$ cat src/verilog/cswm_pkg.sv
// Constants and types for the selective-wake mode and status block
package cswm_pkg;
   localparam logic [2:0] CSWM_MODE_OFF0   = 3'h0;
   localparam logic [2:0] CSWM_MODE_WAKE   = 3'h1;
   localparam logic [2:0] CSWM_MODE_RXONLY = 3'h2;
   localparam logic [2:0] CSWM_MODE_NORM   = 3'h3;
   localparam logic [2:0] CSWM_MODE_OFF1   = 3'h4;
   localparam logic [2:0] CSWM_MODE_SWK    = 3'h5;
   localparam logic [2:0] CSWM_MODE_RXSWK  = 3'h6;
   localparam logic [2:0] CSWM_MODE_NSWK   = 3'h7;
   localparam int         CSWM_MODE_MSB    = 2;
   // Serial register addresses of the selective-wake configuration range
   localparam logic [6:0] CSWM_CFG_LO      = 7'h21;
   localparam logic [6:0] CSWM_CFG_HI      = 7'h33;
   localparam logic [6:0] CSWM_CTRL_ADDR   = 7'h21;
   // Own status/control register map
   localparam logic [6:0] CSWM_REG_MODE    = 7'h10;
   localparam logic [6:0] CSWM_REG_STAT    = 7'h11;
   localparam logic [6:0] CSWM_REG_CFG     = 7'h12;
   localparam int         CSWM_ST_ERR      = 0;
   localparam int         CSWM_ST_TO       = 1;
   localparam int         CSWM_ST_SIL      = 2;
   localparam int         CSWM_ST_SYNC     = 3;
   localparam int         CSWM_ST_ACT      = 4;
   localparam int         CSWM_CF_VALID    = 0;
   localparam int         CSWM_CF_TOMASK   = 1;
   localparam int         CSWM_CF_GLOBAL   = 2;
   localparam logic [7:0] CSWM_RST_ZERO    = 8'h00;
   typedef enum logic [1:0] {CSWM_SBC_NORMAL, CSWM_SBC_STOP, CSWM_SBC_SLEEP,
                             CSWM_SBC_RESTART} cswm_sbc_t;
endpackage : cswm_pkg

$ cat src/verilog/cswm_top.sv
// Selective-wake mode selection and status flags of the CAN transceiver
//
// Chosen here: the strobed register port and the register addresses.
`timescale 1ns/10ps
module cswm_top
   import cswm_pkg::*;
(
   input  wire logic       i_core_clk,
   input  wire logic       i_srst,
   input  wire logic [6:0] i_addr,
   input  wire logic [7:0] i_wdata,
   input  wire logic       i_wr,
   input  wire logic       i_rd,
   output logic      [7:0] o_rdata,
   input  wire cswm_sbc_t  i_sbc_mode,
   input  wire logic       i_det_frame,
   input  wire logic       i_det_pat2,
   input  wire logic       i_det_pat1,
   input  wire logic       i_silence_exp,
   input  wire logic       i_wake_pattern,
   input  wire logic       i_wake_frame,
   input  wire logic       i_cnt_overflow,
   input  wire logic       i_frame_ok,
   input  wire logic       i_proto_err,
   input  wire logic       i_restart_by_frame,
   output logic            o_swk_enabled,
   output logic            o_tx_enable,
   output logic            o_rx_enable,
   output logic            o_wake_capable,
   output logic            o_frame_detect_en,
   output logic            o_can_wake_irq,
   output logic            o_sleep_wake,
   output logic            o_interrupt_out_n
);
   ////////////////////////////////////////////////////////////////////////
   logic [2:0] mode, next_mode;
   logic       err, next_err;
   logic       valid, next_valid;
   logic       to_flag, next_to_flag;
   logic       sil, next_sil;
   logic       sync, next_sync;
   logic       act, next_act;
   logic       to_mask, next_to_mask;
   logic       glob, next_glob;
   logic       irq, next_irq;
   logic       wake_irq, next_wake_irq;
   cswm_sbc_t  sbc_q;
   logic       in_normal, cfg_wr, mode_wr, swk_sel, restart_entry;
   logic       err_set, to_event, any_wake;

   // Decode of strobes against the live chip mode
   always_comb
   begin
      in_normal     = (i_sbc_mode == CSWM_SBC_NORMAL);
      cfg_wr        = i_wr && (i_addr >= CSWM_CFG_LO) && (i_addr <= CSWM_CFG_HI)
                      && (i_addr != CSWM_CTRL_ADDR);
      mode_wr       = i_wr && (i_addr == CSWM_REG_MODE) && in_normal;
      swk_sel       = mode[CSWM_MODE_MSB] && (mode != CSWM_MODE_OFF1);
      restart_entry = (i_sbc_mode == CSWM_SBC_RESTART) && (sbc_q != CSWM_SBC_RESTART);
      to_event      = (i_det_frame || i_det_pat2) && i_silence_exp;
      any_wake      = i_cnt_overflow || (i_det_pat2 && i_wake_pattern)
                      || (i_det_frame && i_wake_frame);
   end

   // Configuration, error and mode next state
   always_comb
   begin
      next_mode    = mode;
      next_valid   = valid;
      next_err     = err;
      next_to_mask = to_mask;
      next_glob    = glob;
      err_set      = 1'b0;
      if (i_wr && (i_addr == CSWM_REG_CFG))
      begin
         if (i_sbc_mode != CSWM_SBC_SLEEP)
         begin
            next_valid = i_wdata[CSWM_CF_VALID];
         end
         next_to_mask = i_wdata[CSWM_CF_TOMASK];
         next_glob    = i_wdata[CSWM_CF_GLOBAL];
      end
      // Sleep blocks config edits, Normal, Stop and Restart invalidate them
      if (cfg_wr && (i_sbc_mode != CSWM_SBC_SLEEP))
      begin
         next_valid = 1'b0;
         if (swk_sel)
         begin
            err_set = 1'b1;
         end
      end
      // Error clear refused while the check cannot pass
      if (i_wr && (i_addr == CSWM_REG_STAT) && i_wdata[CSWM_ST_ERR])
      begin
         if (!(mode[CSWM_MODE_MSB] && !next_valid))
         begin
            next_err = 1'b0;
         end
      end
      if (mode_wr)
      begin
         next_mode = i_wdata[2:0];
         if (i_wdata[CSWM_MODE_MSB] && (i_wdata[2:0] != CSWM_MODE_OFF1))
         begin
            if (next_valid)
            begin
               next_err = 1'b0;
            end
            else
            begin
               err_set = 1'b1;
            end
         end
      end
      if (restart_entry)
      begin
         next_valid = 1'b0;
         if (!i_restart_by_frame && swk_sel)
         begin
            err_set = 1'b1;
         end
      end
      if (i_cnt_overflow && swk_sel)
      begin
         err_set = 1'b1;
      end
      // Set beats a same-cycle clear
      if (err_set)
      begin
         next_err = 1'b1;
      end
   end

   // Status flag next state; hardware sets win over software clears
   always_comb
   begin
      next_to_flag  = to_flag;
      next_sil      = sil;
      next_sync     = sync;
      next_act      = act;
      next_wake_irq = 1'b0;
      if (i_wr && (i_addr == CSWM_REG_STAT) && i_wdata[CSWM_ST_TO])
      begin
         next_to_flag = 1'b0;
      end
      if (to_event)
      begin
         next_to_flag = 1'b1;
         next_sil     = 1'b1;
      end
      else if (i_wake_pattern)
      begin
         next_sil = 1'b0;
      end
      if (i_proto_err)
      begin
         next_sync = 1'b0;
      end
      else if (i_frame_ok && (o_rx_enable || i_det_frame))
      begin
         next_sync = 1'b1;
      end
      if (any_wake || !mode[CSWM_MODE_MSB])
      begin
         next_act = 1'b0;
      end
      else if ((o_swk_enabled && (i_det_frame || i_det_pat1)) || (err_set && i_det_pat2))
      begin
         next_act = 1'b1;
      end
      // Frame wake outside Sleep only flags the interrupt
      if (o_frame_detect_en && i_wake_frame && (i_sbc_mode != CSWM_SBC_SLEEP))
      begin
         next_wake_irq = 1'b1;
      end
      // Time-out fires per event regardless of the flag; Normal and Stop only
      next_irq = (to_mask && to_event && ((i_sbc_mode == CSWM_SBC_NORMAL)
                 || (i_sbc_mode == CSWM_SBC_STOP)))
                 || (glob && err_set);
   end

   // State registers
   always_ff @(posedge i_core_clk)
   begin
      if (i_srst)
      begin
         mode     <= CSWM_MODE_OFF0;
         err      <= 1'b0;
         valid    <= 1'b0;
         to_flag  <= 1'b0;
         sil      <= 1'b0;
         sync     <= 1'b0;
         act      <= 1'b0;
         to_mask  <= 1'b0;
         glob     <= 1'b0;
         irq      <= 1'b0;
         wake_irq <= 1'b0;
         sbc_q    <= CSWM_SBC_NORMAL;
      end
      else
      begin
         mode     <= next_mode;
         err      <= next_err;
         valid    <= next_valid;
         to_flag  <= next_to_flag;
         sil      <= next_sil;
         sync     <= next_sync;
         act      <= next_act;
         to_mask  <= next_to_mask;
         glob     <= next_glob;
         irq      <= next_irq;
         wake_irq <= next_wake_irq;
         sbc_q    <= i_sbc_mode;
      end
   end

   ////////////////////////////////////////////////////////////////////////
   // Effective transceiver behaviour; sync flag never gates wake entry
   always_comb
   begin
      o_swk_enabled     = swk_sel && !err;
      o_frame_detect_en = o_swk_enabled;
      o_sleep_wake      = o_frame_detect_en && i_wake_frame
                          && (i_sbc_mode == CSWM_SBC_SLEEP);
      o_can_wake_irq    = wake_irq;
      o_interrupt_out_n = !irq;
      o_tx_enable       = 1'b0;
      o_rx_enable       = 1'b0;
      o_wake_capable    = 1'b0;
      unique case (mode)
         CSWM_MODE_OFF0, CSWM_MODE_OFF1: ;
         CSWM_MODE_WAKE, CSWM_MODE_SWK: o_wake_capable = 1'b1;
         CSWM_MODE_RXONLY, CSWM_MODE_RXSWK: o_rx_enable = 1'b1;
         CSWM_MODE_NORM, CSWM_MODE_NSWK:
         begin
            o_rx_enable = 1'b1;
            o_tx_enable = 1'b1;
         end
      endcase
   end

   ////////////////////////////////////////////////////////////////////////
   // Read port, data one cycle after the strobe
   always_ff @(posedge i_core_clk)
   begin
      if (i_srst)
      begin
         o_rdata <= CSWM_RST_ZERO;
      end
      else if (i_rd && (i_addr == CSWM_REG_MODE))
      begin
         o_rdata <= {5'h0_0, mode};
      end
      else if (i_rd && (i_addr == CSWM_REG_STAT))
      begin
         o_rdata <= {3'h0, act, sync, sil, to_flag, err};
      end
      else if (i_rd && (i_addr == CSWM_REG_CFG))
      begin
         o_rdata <= {5'h0_0, glob, to_mask, valid};
      end
      else
      begin
         o_rdata <= CSWM_RST_ZERO;
      end
   end
endmodule : cswm_top

$ cat config.mk
export PLATFORM = sky130hd
export DESIGN_NAME = cswm_top
export DESIGN_NICKNAME = d
export VERILOG_FILES = /design/src/verilog/cswm_pkg.sv /design/src/verilog/cswm_top.sv
export SDC_FILE = /design/constraint.sdc
export NUM_CORES = 1
export LEC_CHECK = 0
export ABC_AREA = 1
export BUFFER_PORTS_ARGS = -buffer_cell sky130_fd_sc_hd__buf_2
export CAP_MARGIN = 20
export CORE_ASPECT_RATIO = 0.9
export CORE_UTILIZATION = 42
export DETAILED_ROUTE_END_ITERATION = 8
export GPL_TIMING_DRIVEN = 0
export HOLD_SLACK_MARGIN = 0.05
export MAX_ROUTING_LAYER = met4
export PLACE_DENSITY = 0.75
export SYNTH_ARGS = -nofsm -noshare
export SYNTH_HDL_FRONTEND = slang
export SYNTH_SLANG_ARGS = --single-unit
$ cat constraint.sdc
create_clock -name i_core_clk -period 1.1 [get_ports i_core_clk]
set_clock_uncertainty 0.1 [all_clocks]
set_input_delay 0.11 -clock i_core_clk [delete_from_list [all_inputs] [get_ports i_core_clk]]
set_output_delay 0.11 -clock i_core_clk [all_outputs]
set_load 0.02 [all_outputs]
==> results of run 1 <==
## state kept, by name, summed over array words and instances (netlist names)
signal / cells
sync: 1
to_mask: 1
o_rdata: 5
glob: 1
to_flag: 1
sil: 1
valid: 1
mode: 3
act: 1
irq: 1
err: 1
o_can_wake_irq: 1
sbc_q: 2
## worst min-delay path: cells and delay by family
kind	cells	cell delay, ns
buf+inv	2	0.21
simple gates	2	0.11
## cells by family after synthesis
family	count (synthesis)	share of synthesized area [%]
DFF	20	36.24
AOI/OAI and AO/OA	25	13.59
buffers and inverters	33	12.57
other	1	0.3394
and+or+nand+nor	84	37.26
## per-layer routing
layer / track usage [%] / wire [um] / vias to the layer above
met5: - / 0 / -
met4: 6.504 / 167 / 0
met3: 6.701 / 284 / 22
met2: 36.71 / 1701 / 66
met1: 27.85 / 1467 / 596
li1: - / - / 640
## power groups by stage
stage / sequential (mW) / combinational [mW] / clock [mW]
after global placement: 0.755 / 0.176 / 0
after global routing: 0.741 / 0.251 / 0.650
after detailed placement: 0.755 / 0.177 / 0
after floorplan: 0.754 / 0.0940 / 0
after CTS: 0.739 / 0.217 / 0.607
final: 0.740 / 0.233 / 0.626
## per-stage QoR
step,power [mW],std cells,worst slack (ns),setup TNS [ns]
2_1_floorplan,0.8483,165,-0.1897,-0.5882
3_3_place_gp,0.9307,231,-0.3176,-2.689
3_5_place_dp,0.9328,231,-0.3219,-2.804
4_1_cts,1.563,255,-0.4266,-2.299
5_1_grt,1.642,259,-0.5105,-3.580
6_report,1.599,259,-0.4683,-3.127
## area by class of cell
class                      instances  area, um^2  share of cell area, %
buffer                             6       37.54                  2.187
clock buffer                       3       22.52                  1.312
clock inverter                     1       30.03                  1.749
inverter                          27       103.9                  6.050
multi-input combinational        112       631.9                  36.81
sequential                        20       405.4                  23.62
tap                               28       35.03                  2.041
timing repair buffer              62       450.4                  26.24
## worst max path at each step
stage                          from           end  slack [ns]  cells after the start
after floorplan             mode[1]  o_sleep_wake       -0.19                      6
after global placement      mode[2]  o_sleep_wake       -0.32                      7
after detailed placement  i_addr[3]           irq       -0.32                     11
after CTS                   mode[0]  o_sleep_wake       -0.43                      7
after global routing        mode[0]  o_sleep_wake       -0.51                      7
final                       mode[0]  o_sleep_wake       -0.47                      7
## cell usage in the layout, fill, tap and decap left out, drive strengths merged
cell and instances:
dlygate4sd3 14, conb 3, nand4 1, nor2 23, o211ai 3, nand3b 1, a21oi 13, inv 27
nand2 42, nand3 13, bufinv 1, buf 52, or2 1, clkbuf 5, nor3 3, dfxtp 20
a211oi 1, o21ai 8
## repair_timing
item,4_1_cts,5_1_grt
gates resized for setup,18,13
endpoints found under the hold margin,9,1
buffers inserted,6,4
endpoints found under the setup margin,10,11
pin swaps,4,3
==> run metrics, run 1 <==
Max Root-Sink Buffers 2; Least-Margin Pin Slew 0.5650 ns; initial antenna violation count 0; Avg Cell Area, Syn 6.778 um^2; Max Slew Vio Count 0; Req. time, crit path 0.89 ns; placed cell areas 1361 um^2; pwr/cell area 931.3 nW/um^2; crit-path max FO 3; min-delay worst type in -> reg; hold_ws 0.03770 ns; fmax 0.6376 GHz; slowest stage delay, CP 0.37 ns; PortBufs 38; flops & latches, synth 20; crit path capture type output pin; Psw 0.3922 mW; asr flop ratio synth 0%; hold wc startpoint i_wake_frame; Post-synth EDFFs 0; Syn. warnings 0; WL per Instance 13.98 um; sequential area share after synthesis 36.24%; crit start category register; Total GRT Usage 22.77%; proportion of layout cells with a drive suffix above 1 41.99%; via count 1,324; switching part of the total 24.53%; Core ar. 2467 um^2; cell internal pwr 1.207 mW; fin area 1717 um^2; Pre-antenna DRT Iters 4; outcome complete, but fails checks; cell chain of the critical path inv_4, a21oi_4, inv_2, nor2_4, nand2_4, nor2_4, buf_6; worst reg-to-reg path cell count 10; vias in the first global route 1,087; Synth top area share 36.24%; Initial Util 44.78%; root buffer cell clkbuf_4; DR vias/cell 5.112; Logic pwr share 14.6%; DRT Wirelength 3620 um; TritonCTS buffer count 3; WP data arrival 1.36 ns; CP max stage cell dfxtp_2; top post-synthesis cells by area dfxtp_1, nand2_1, inv_1; failing checks setup timing; leakage 0.8105 nW; final core utilization 69.57%; Synth Flop Type dfxtp_1; CTS sink count 20; Hold Fails Final Rpt 0; die area 2840 um^2; first-pass GRT wire length 4788 um; clock-pin slew on the worst setup and hold paths 0.13 ns; Die Height 50.66 um; sequential power share 46.3%; synthesized instance count 163; IO Count 47; max-cap check violation count 0; Hold Path Depth 4; grt total ovfl 0; maximum VDD drop 0.9994 mV; synth-to-layout area growth 55.38%; part of the cycle the worst path needs 142.6%; cell family with most CP delay flip-flops; worst r2r dst act; Nets 263; Antenna Nets Post-Route 0; Setup WS post-layout -0.4683 ns; leading area contributor after synthesis dfxtp_1; cell mode on critical path nor2_4; buffers and inverters on the worst path 3; Reg2Reg Launch Point mode[0]; Ant. Diodes 0; Slew HR 62.34%; top-count cell post-synth nand2_1; clock power share 39.1%; # hold bufs at CTS 14; die width 56.06 um; CTS tree yes; 1st-iter DRT viols 59; post-synth cell types 24; flop2flop setup slack -0.39 ns; GPL Wtd Cong 0.8500; largest net degree at the start of global routing 13; Clk Latency, worst-skew pair 0.33 ns; H-tree depth 1; Setup CP Type reg -> out; fin crit period 1.568 ns; Mapped Area 1105 um^2; synth cell count leaders nand2_1, inv_1, dfxtp_1; DRC viols 0; RSZ-0062 raised after global routing yes; Site Rows 17; Fill cells 189; DP Wirelength 1967 um; Worst Hold End o_can_wake_irq; # setup viols final 10
No activity file was read; power rests on OpenSTA's default activity.
==> inputs of run 2 (changes only) <==
- CORE_ASPECT_RATIO: 0.9 -> not set
==> run metrics, run 2 (synthesis gave the netlist of run 1 again) <==
outcome complete, but fails checks (unchanged); failing checks setup timing (unchanged); PortBufs 38 (unchanged); DP Wirelength 1957 um (was 1967 um); crit path capture type output pin (unchanged); commonest non-fill, non-tap cell in the layout nand2_1 (unchanged); DR vias/cell 4.735 (was 5.112); switching part of the total 23.26% (was 24.53%); crit start category register (unchanged); area of the multi-input gates 624.3 um^2 (was 631.9 um^2); WL per Instance 11.32 um (was 13.98 um); hold wc startpoint i_det_frame (was i_wake_frame); Logic pwr share 14.4% (was 14.6%); CTS tree yes (unchanged); biggest regs o_rdata x5, mode x3, sbc_q x2 (unchanged); fin area 1704 um^2 (was 1717 um^2); Hold Fails Final Rpt 0 (unchanged); Slew HR 64.14% (was 62.34%); sequential power share 46.9% (was 46.3%); die area 2840 um^2 (about the same); # setup viols final 10 (unchanged); Top reg by flops o_rdata (unchanged); leakage 0.7898 nW (was 0.8105 nW); fin crit period 1.567 ns (was 1.568 ns); Psw 0.3665 mW (was 0.3922 mW); Antenna Nets Post-Route 0 (unchanged); Worst Hold End sync (was o_can_wake_irq); TritonCTS buffer count 3 (unchanged); Nets 262 (was 263); Req. time, crit path 0.89 ns (about the same); root buffer cell clkbuf_4 (unchanged); Reg2Reg Launch Point mode[0] (unchanged); Max Slew Vio Count 0 (unchanged); Total GRT Usage 23.84% (was 22.77%); Setup CP Type reg -> out (unchanged); min-delay worst type in -> reg (unchanged); Core ar. 2477 um^2 (was 2467 um^2); placed cell areas 1364 um^2 (was 1361 um^2); Least-Margin Pin Slew 0.5378 ns (was 0.5650 ns); Site Rows 18 (was 17); grt total ovfl 0 (unchanged); first-pass GRT wire length 4692 um (was 4788 um); CTS sink count 20 (unchanged); pwr/cell area 924.4 nW/um^2 (was 931.3 nW/um^2); GPL Wtd Cong 0.8815 (was 0.8500); worst reg-to-reg path cell count 10 (unchanged); die width 53.29 um (was 56.06 um); max reg flops 5 (unchanged); largest net degree at the start of global routing 13 (unchanged); Die Height 53.29 um (was 50.66 um); part of the cycle the worst path needs 142.5% (was 142.6%); Clk Latency, worst-skew pair 0.32 ns (was 0.33 ns); initial antenna violation count 0 (unchanged); Fill cells 202 (was 189); Max Root-Sink Buffers 2 (unchanged); H-tree depth 1 (unchanged); synth-to-layout area growth 54.25% (was 55.38%); crit-path max FO 3 (unchanged); final core utilization 68.79% (was 69.57%); vias in the first global route 1,114 (was 1,087); clock power share 38.7% (was 39.1%); Initial Util 44.60% (was 44.78%); RSZ-0062 raised after global routing yes (unchanged); worst setup path startpoint mode[0] (unchanged); proportion of layout cells with a drive suffix above 1 39.57% (was 41.99%); max-cap check violation count 0 (unchanged); Pre-antenna DRT Iters 4 (unchanged); via count 1,231 (was 1,324); fmax 0.6381 GHz (was 0.6376 GHz); Ant. Diodes 0 (unchanged); DRT Wirelength 2942 um (was 3620 um); cell internal pwr 1.209 mW (was 1.207 mW); worst r2r dst irq (was act); Hold Path Depth 3 (was 4); most frequent cells in the layout nand2_1, buf_2, inv_1, dfxtp_1 (unchanged); storage element area 405.4 um^2 (unchanged); maximum VDD drop 1.428 mV (was 0.9994 mV); Setup WS post-layout -0.4671 ns (was -0.4683 ns); IO Count 47 (unchanged); flop2flop setup slack -0.34 ns (was -0.39 ns); clock-pin slew on the worst setup and hold paths 0.12 ns (was 0.13 ns); 1st-iter DRT viols 37 (was 59); DRC viols 0 (unchanged); WP data arrival 1.36 ns (about the same)
==> run 2: cell count changes in the layout (fill, tap and decap cells not counted), sizes merged <==
| cell | before | now |
|---|---|---|
| buf | 52 | 50 |
| dlygate4sd3 | 14 | 15 |
==> run 2: metrics by stage <==
stage               setup TNS (ns)  worst slack [ns]  instances  power [mW]  hold slack [ns]
floorplan                  -0.5882           -0.1897        165      0.8483          0.08276
global placement            -2.639           -0.3232        233      0.9301           0.1759
detailed placement          -2.849           -0.3264        233      0.9318           0.1765
CTS                         -2.389           -0.4529        258       1.567          0.05467
global route                -3.592           -0.5400        260       1.640          0.06797
finish                      -2.878           -0.4671        260       1.575          0.04933
==> run 2: area by class of cell <==
type	count	share of cell area, %
sequential	20	23.79
tap	30	2.203
inverter	27	5.947
buffer	6	2.203
multi-input combinational	112	36.64
clock inverter	1	1.762
clock buffer	3	1.322
timing repair buffer	61	26.14
==> run 2: critical path, cell delays in order, from the launching register on <==
cell	delay (ns)
dfxtp_2	0.36
inv_2	0.05
a21oi_4	0.17
inv_2	0.06
nor2_4	0.12
nand2_4	0.07
nor2_4	0.08
buf_6	0.12
==> run 2: routing by layer <==
metal	up-vias	part of all wire, %	global-route usage, %
met3	7	5.7	6.322
met2	36	51	41.46
met5	-	0	-
met1	553	42	26.38
li1	635	-	-
met4	0	1.9	7.018
==> run 2: worst max-delay path by stage <==
stage / end / slack [ns] / cells past startpoint
6_report: o_sleep_wake / -0.47 / 7
3_3_place_gp: o_sleep_wake / -0.32 / 7
5_1_grt: o_sleep_wake / -0.54 / 7
3_5_place_dp: o_sleep_wake / -0.33 / 7
4_1_cts: o_sleep_wake / -0.45 / 7
2_1_floorplan: o_sleep_wake / -0.19 / 6
==> run 2: what timing repair did <==
action	in CTS	in global routing
setup endpoints to repair	10	13
hold buffers	15	0
endpoints found under the hold margin	12	0
pin swaps	4	1
gates resized for setup	19	6
buffers inserted	6	2
==> run 2: power by group through the flow <==
stage | Clock [mW] | Sequential (mW) | Combinational (mW)
after floorplan | 0 | 0.754 | 0.0940
after global placement | 0 | 0.755 | 0.175
after detailed placement | 0 | 0.755 | 0.177
after CTS | 0.609 | 0.739 | 0.219
after global routing | 0.649 | 0.740 | 0.250
final | 0.610 | 0.739 | 0.226
==> inputs of run 3 (changes only) <==
- CORE_UTILIZATION: 42 -> 44
- clock period: 1.1 -> 2 ns (I/O delays scaled with it)
==> run metrics, run 3 (synthesis gave the netlist of run 1 again) <==
Hold Fails Final Rpt 0 (unchanged); Antenna Nets Post-Route 0 (unchanged); part of the cycle the worst path needs 93.77%; Die Height 52.11 um (was 53.29 um); outcome completed (was complete, but fails checks); biggest regs o_rdata x5, mode x3, sbc_q x2 (unchanged); Req. time, crit path 1.70 ns (was 0.89 ns); Core ar. 2297 um^2 (was 2477 um^2); max-cap check violation count 0 (unchanged); WP data arrival 1.58 ns (was 1.36 ns); via count 1,165 (was 1,231); Pre-antenna DRT Iters 5 (was 4); Setup Fix Bufs, Post-CTS 0 (was 6); cell chain of the critical path inv_1, a21oi_4, inv_1, nor2_2, nand2_1, nor2_1, buf_2 (was inv_2, a21oi_4, inv_2, nor2_4, nand2_4, nor2_4, buf_6); CTS tree yes (unchanged); fmax 0.5332 GHz; proportion of layout cells with a drive suffix above 1 33.81% (was 39.57%); WL per Instance 11.58 um (was 11.32 um); Final Non-Filler Cells 238 (was 260); Nets 242 (was 262); buffers and inverters on the worst path 3 (unchanged); cell mode on critical path inv_1; Max Slew Vio Count 0 (unchanged); die width 52.11 um (was 53.29 um); Ant. Diodes 0 (unchanged); commonest non-fill, non-tap cell in the layout buf_2 (was nand2_1); max reg flops 5 (unchanged); DR vias/cell 4.895 (was 4.735); GPL Wtd Cong 0.8980 (was 0.8815); Clk Latency, worst-skew pair 0.30 ns (was 0.32 ns); Slew HR 66.12% (was 64.14%); fin crit period 1.875 ns; IO Count 47 (unchanged); synth-to-layout area growth 29.90% (was 54.25%); TritonCTS buffer count 3 (unchanged); crit start category register (unchanged); DRC viols 0 (unchanged); vias in the first global route 1,076 (was 1,114); largest net degree at the start of global routing 13 (unchanged); placed insts 231 (was 233); initial antenna violation count 0 (unchanged); maximum VDD drop 0.6789 mV (was 1.428 mV); # setup viols final 0 (was 10); PortBufs 38 (unchanged); Least-Margin Pin Slew 0.5082 ns (was 0.5378 ns); H-tree depth 1 (unchanged); leakage 0.6837 nW (was 0.7898 nW); Site Rows 17 (was 18); DRT Wirelength 2755 um (was 2942 um); 1st-iter DRT viols 32 (was 37); Max Root-Sink Buffers 2 (unchanged); crit-path max FO 4 (was 3); Setup CP Type reg -> out (unchanged); Initial Util 48.09% (was 44.60%); first-pass GRT wire length 4450 um (was 4692 um); most frequent cells in the layout buf_2, nand2_1, inv_1, dfxtp_1, nor2_1 (was nand2_1, buf_2, inv_1, dfxtp_1); Top reg by flops o_rdata (unchanged); slowest stage delay, CP 0.41 ns (was 0.36 ns); pwr/cell area 584.4 nW/um^2 (was 924.4 nW/um^2); min-delay worst type in -> reg (unchanged); cell family with most CP delay flip-flops (unchanged); die area 2715 um^2 (was 2840 um^2); CTS sink count 20 (unchanged); grt total ovfl 0 (unchanged); root buffer cell clkbuf_4 (unchanged); CP max stage cell dfxtp_1 (was dfxtp_2); final core utilization 62.47% (was 68.79%); DP Wirelength 2147 um (was 1957 um); clock-pin slew on the worst setup and hold paths 0.12 ns (about the same); Total GRT Usage 22.49% (was 23.84%); crit path capture type output pin (unchanged)
## run 3: stage by stage
stage	cell area [um^2]	power [mW]	TNS [ns]	worst slack [ns]	hold slack (ns)
after CTS	1414	0.8410	0	0.02148	0.05192
final	1435	0.8387	0	0.1247	0.06173
after detailed placement	1338	0.5137	0	0.3148	0.2656
after floorplan	1112	0.4659	0	0.2443	0.1728
after global placement	1338	0.5089	0	0.3250	0.2599
after global routing	1435	0.8834	-0.008726	-0.008726	0.05083
## run 3: final timing paths
| path | from | to | slack, ns | cells after the start |
|---|---|---|---|---|
| setup / recovery | mode[2] | o_sleep_wake | 0.12 | 7 |
| hold / removal | i_det_pat2 | act | 0.06 | 3 |
| setup reg to reg | mode[1] | sync | 0.62 | 3 |
| hold reg to reg | act | o_rdata[4] | 0.34 | 2 |
## run 3: power breakdown
| group | switching [mW] | internal [mW] |
|---|---|---|
| Sequential | 0.00254 | 0.404 |
| Clock | 0.125 | 0.203 |
| Combinational | 0.0625 | 0.0417 |
## run 3: tightest hold or removal path, stage by stage
cell,delay (ns)
buf_2,0.11
nand2_1,0.07
a21oi_2,0.05
## run 3: area by class of cell
cell class / instances / area (um^2)
inverter: 27 / 101.3
timing repair buffer: 41 / 220.2
clock buffer: 3 / 22.52
buffer: 6 / 37.54
multi-input combinational: 112 / 586.8
clock inverter: 1 / 30.03
sequential: 20 / 401.6
fill: 221 / 862.1
tap: 28 / 35.03
## run 3: timing repair
item,CTS,global route
endpoints found under the hold margin,1,1
hold buffers,2,1
resized for setup,1,3
setup endpoints to repair,1,2
## run 3: per-layer routing
layer	global-route usage, %	wire [um]	vias to the layer above
met5	-	0	-
met4	5.405	65	0
met3	6.433	161	6
met2	40.17	1428	47
met1	24.29	1099	510
li1	-	-	602
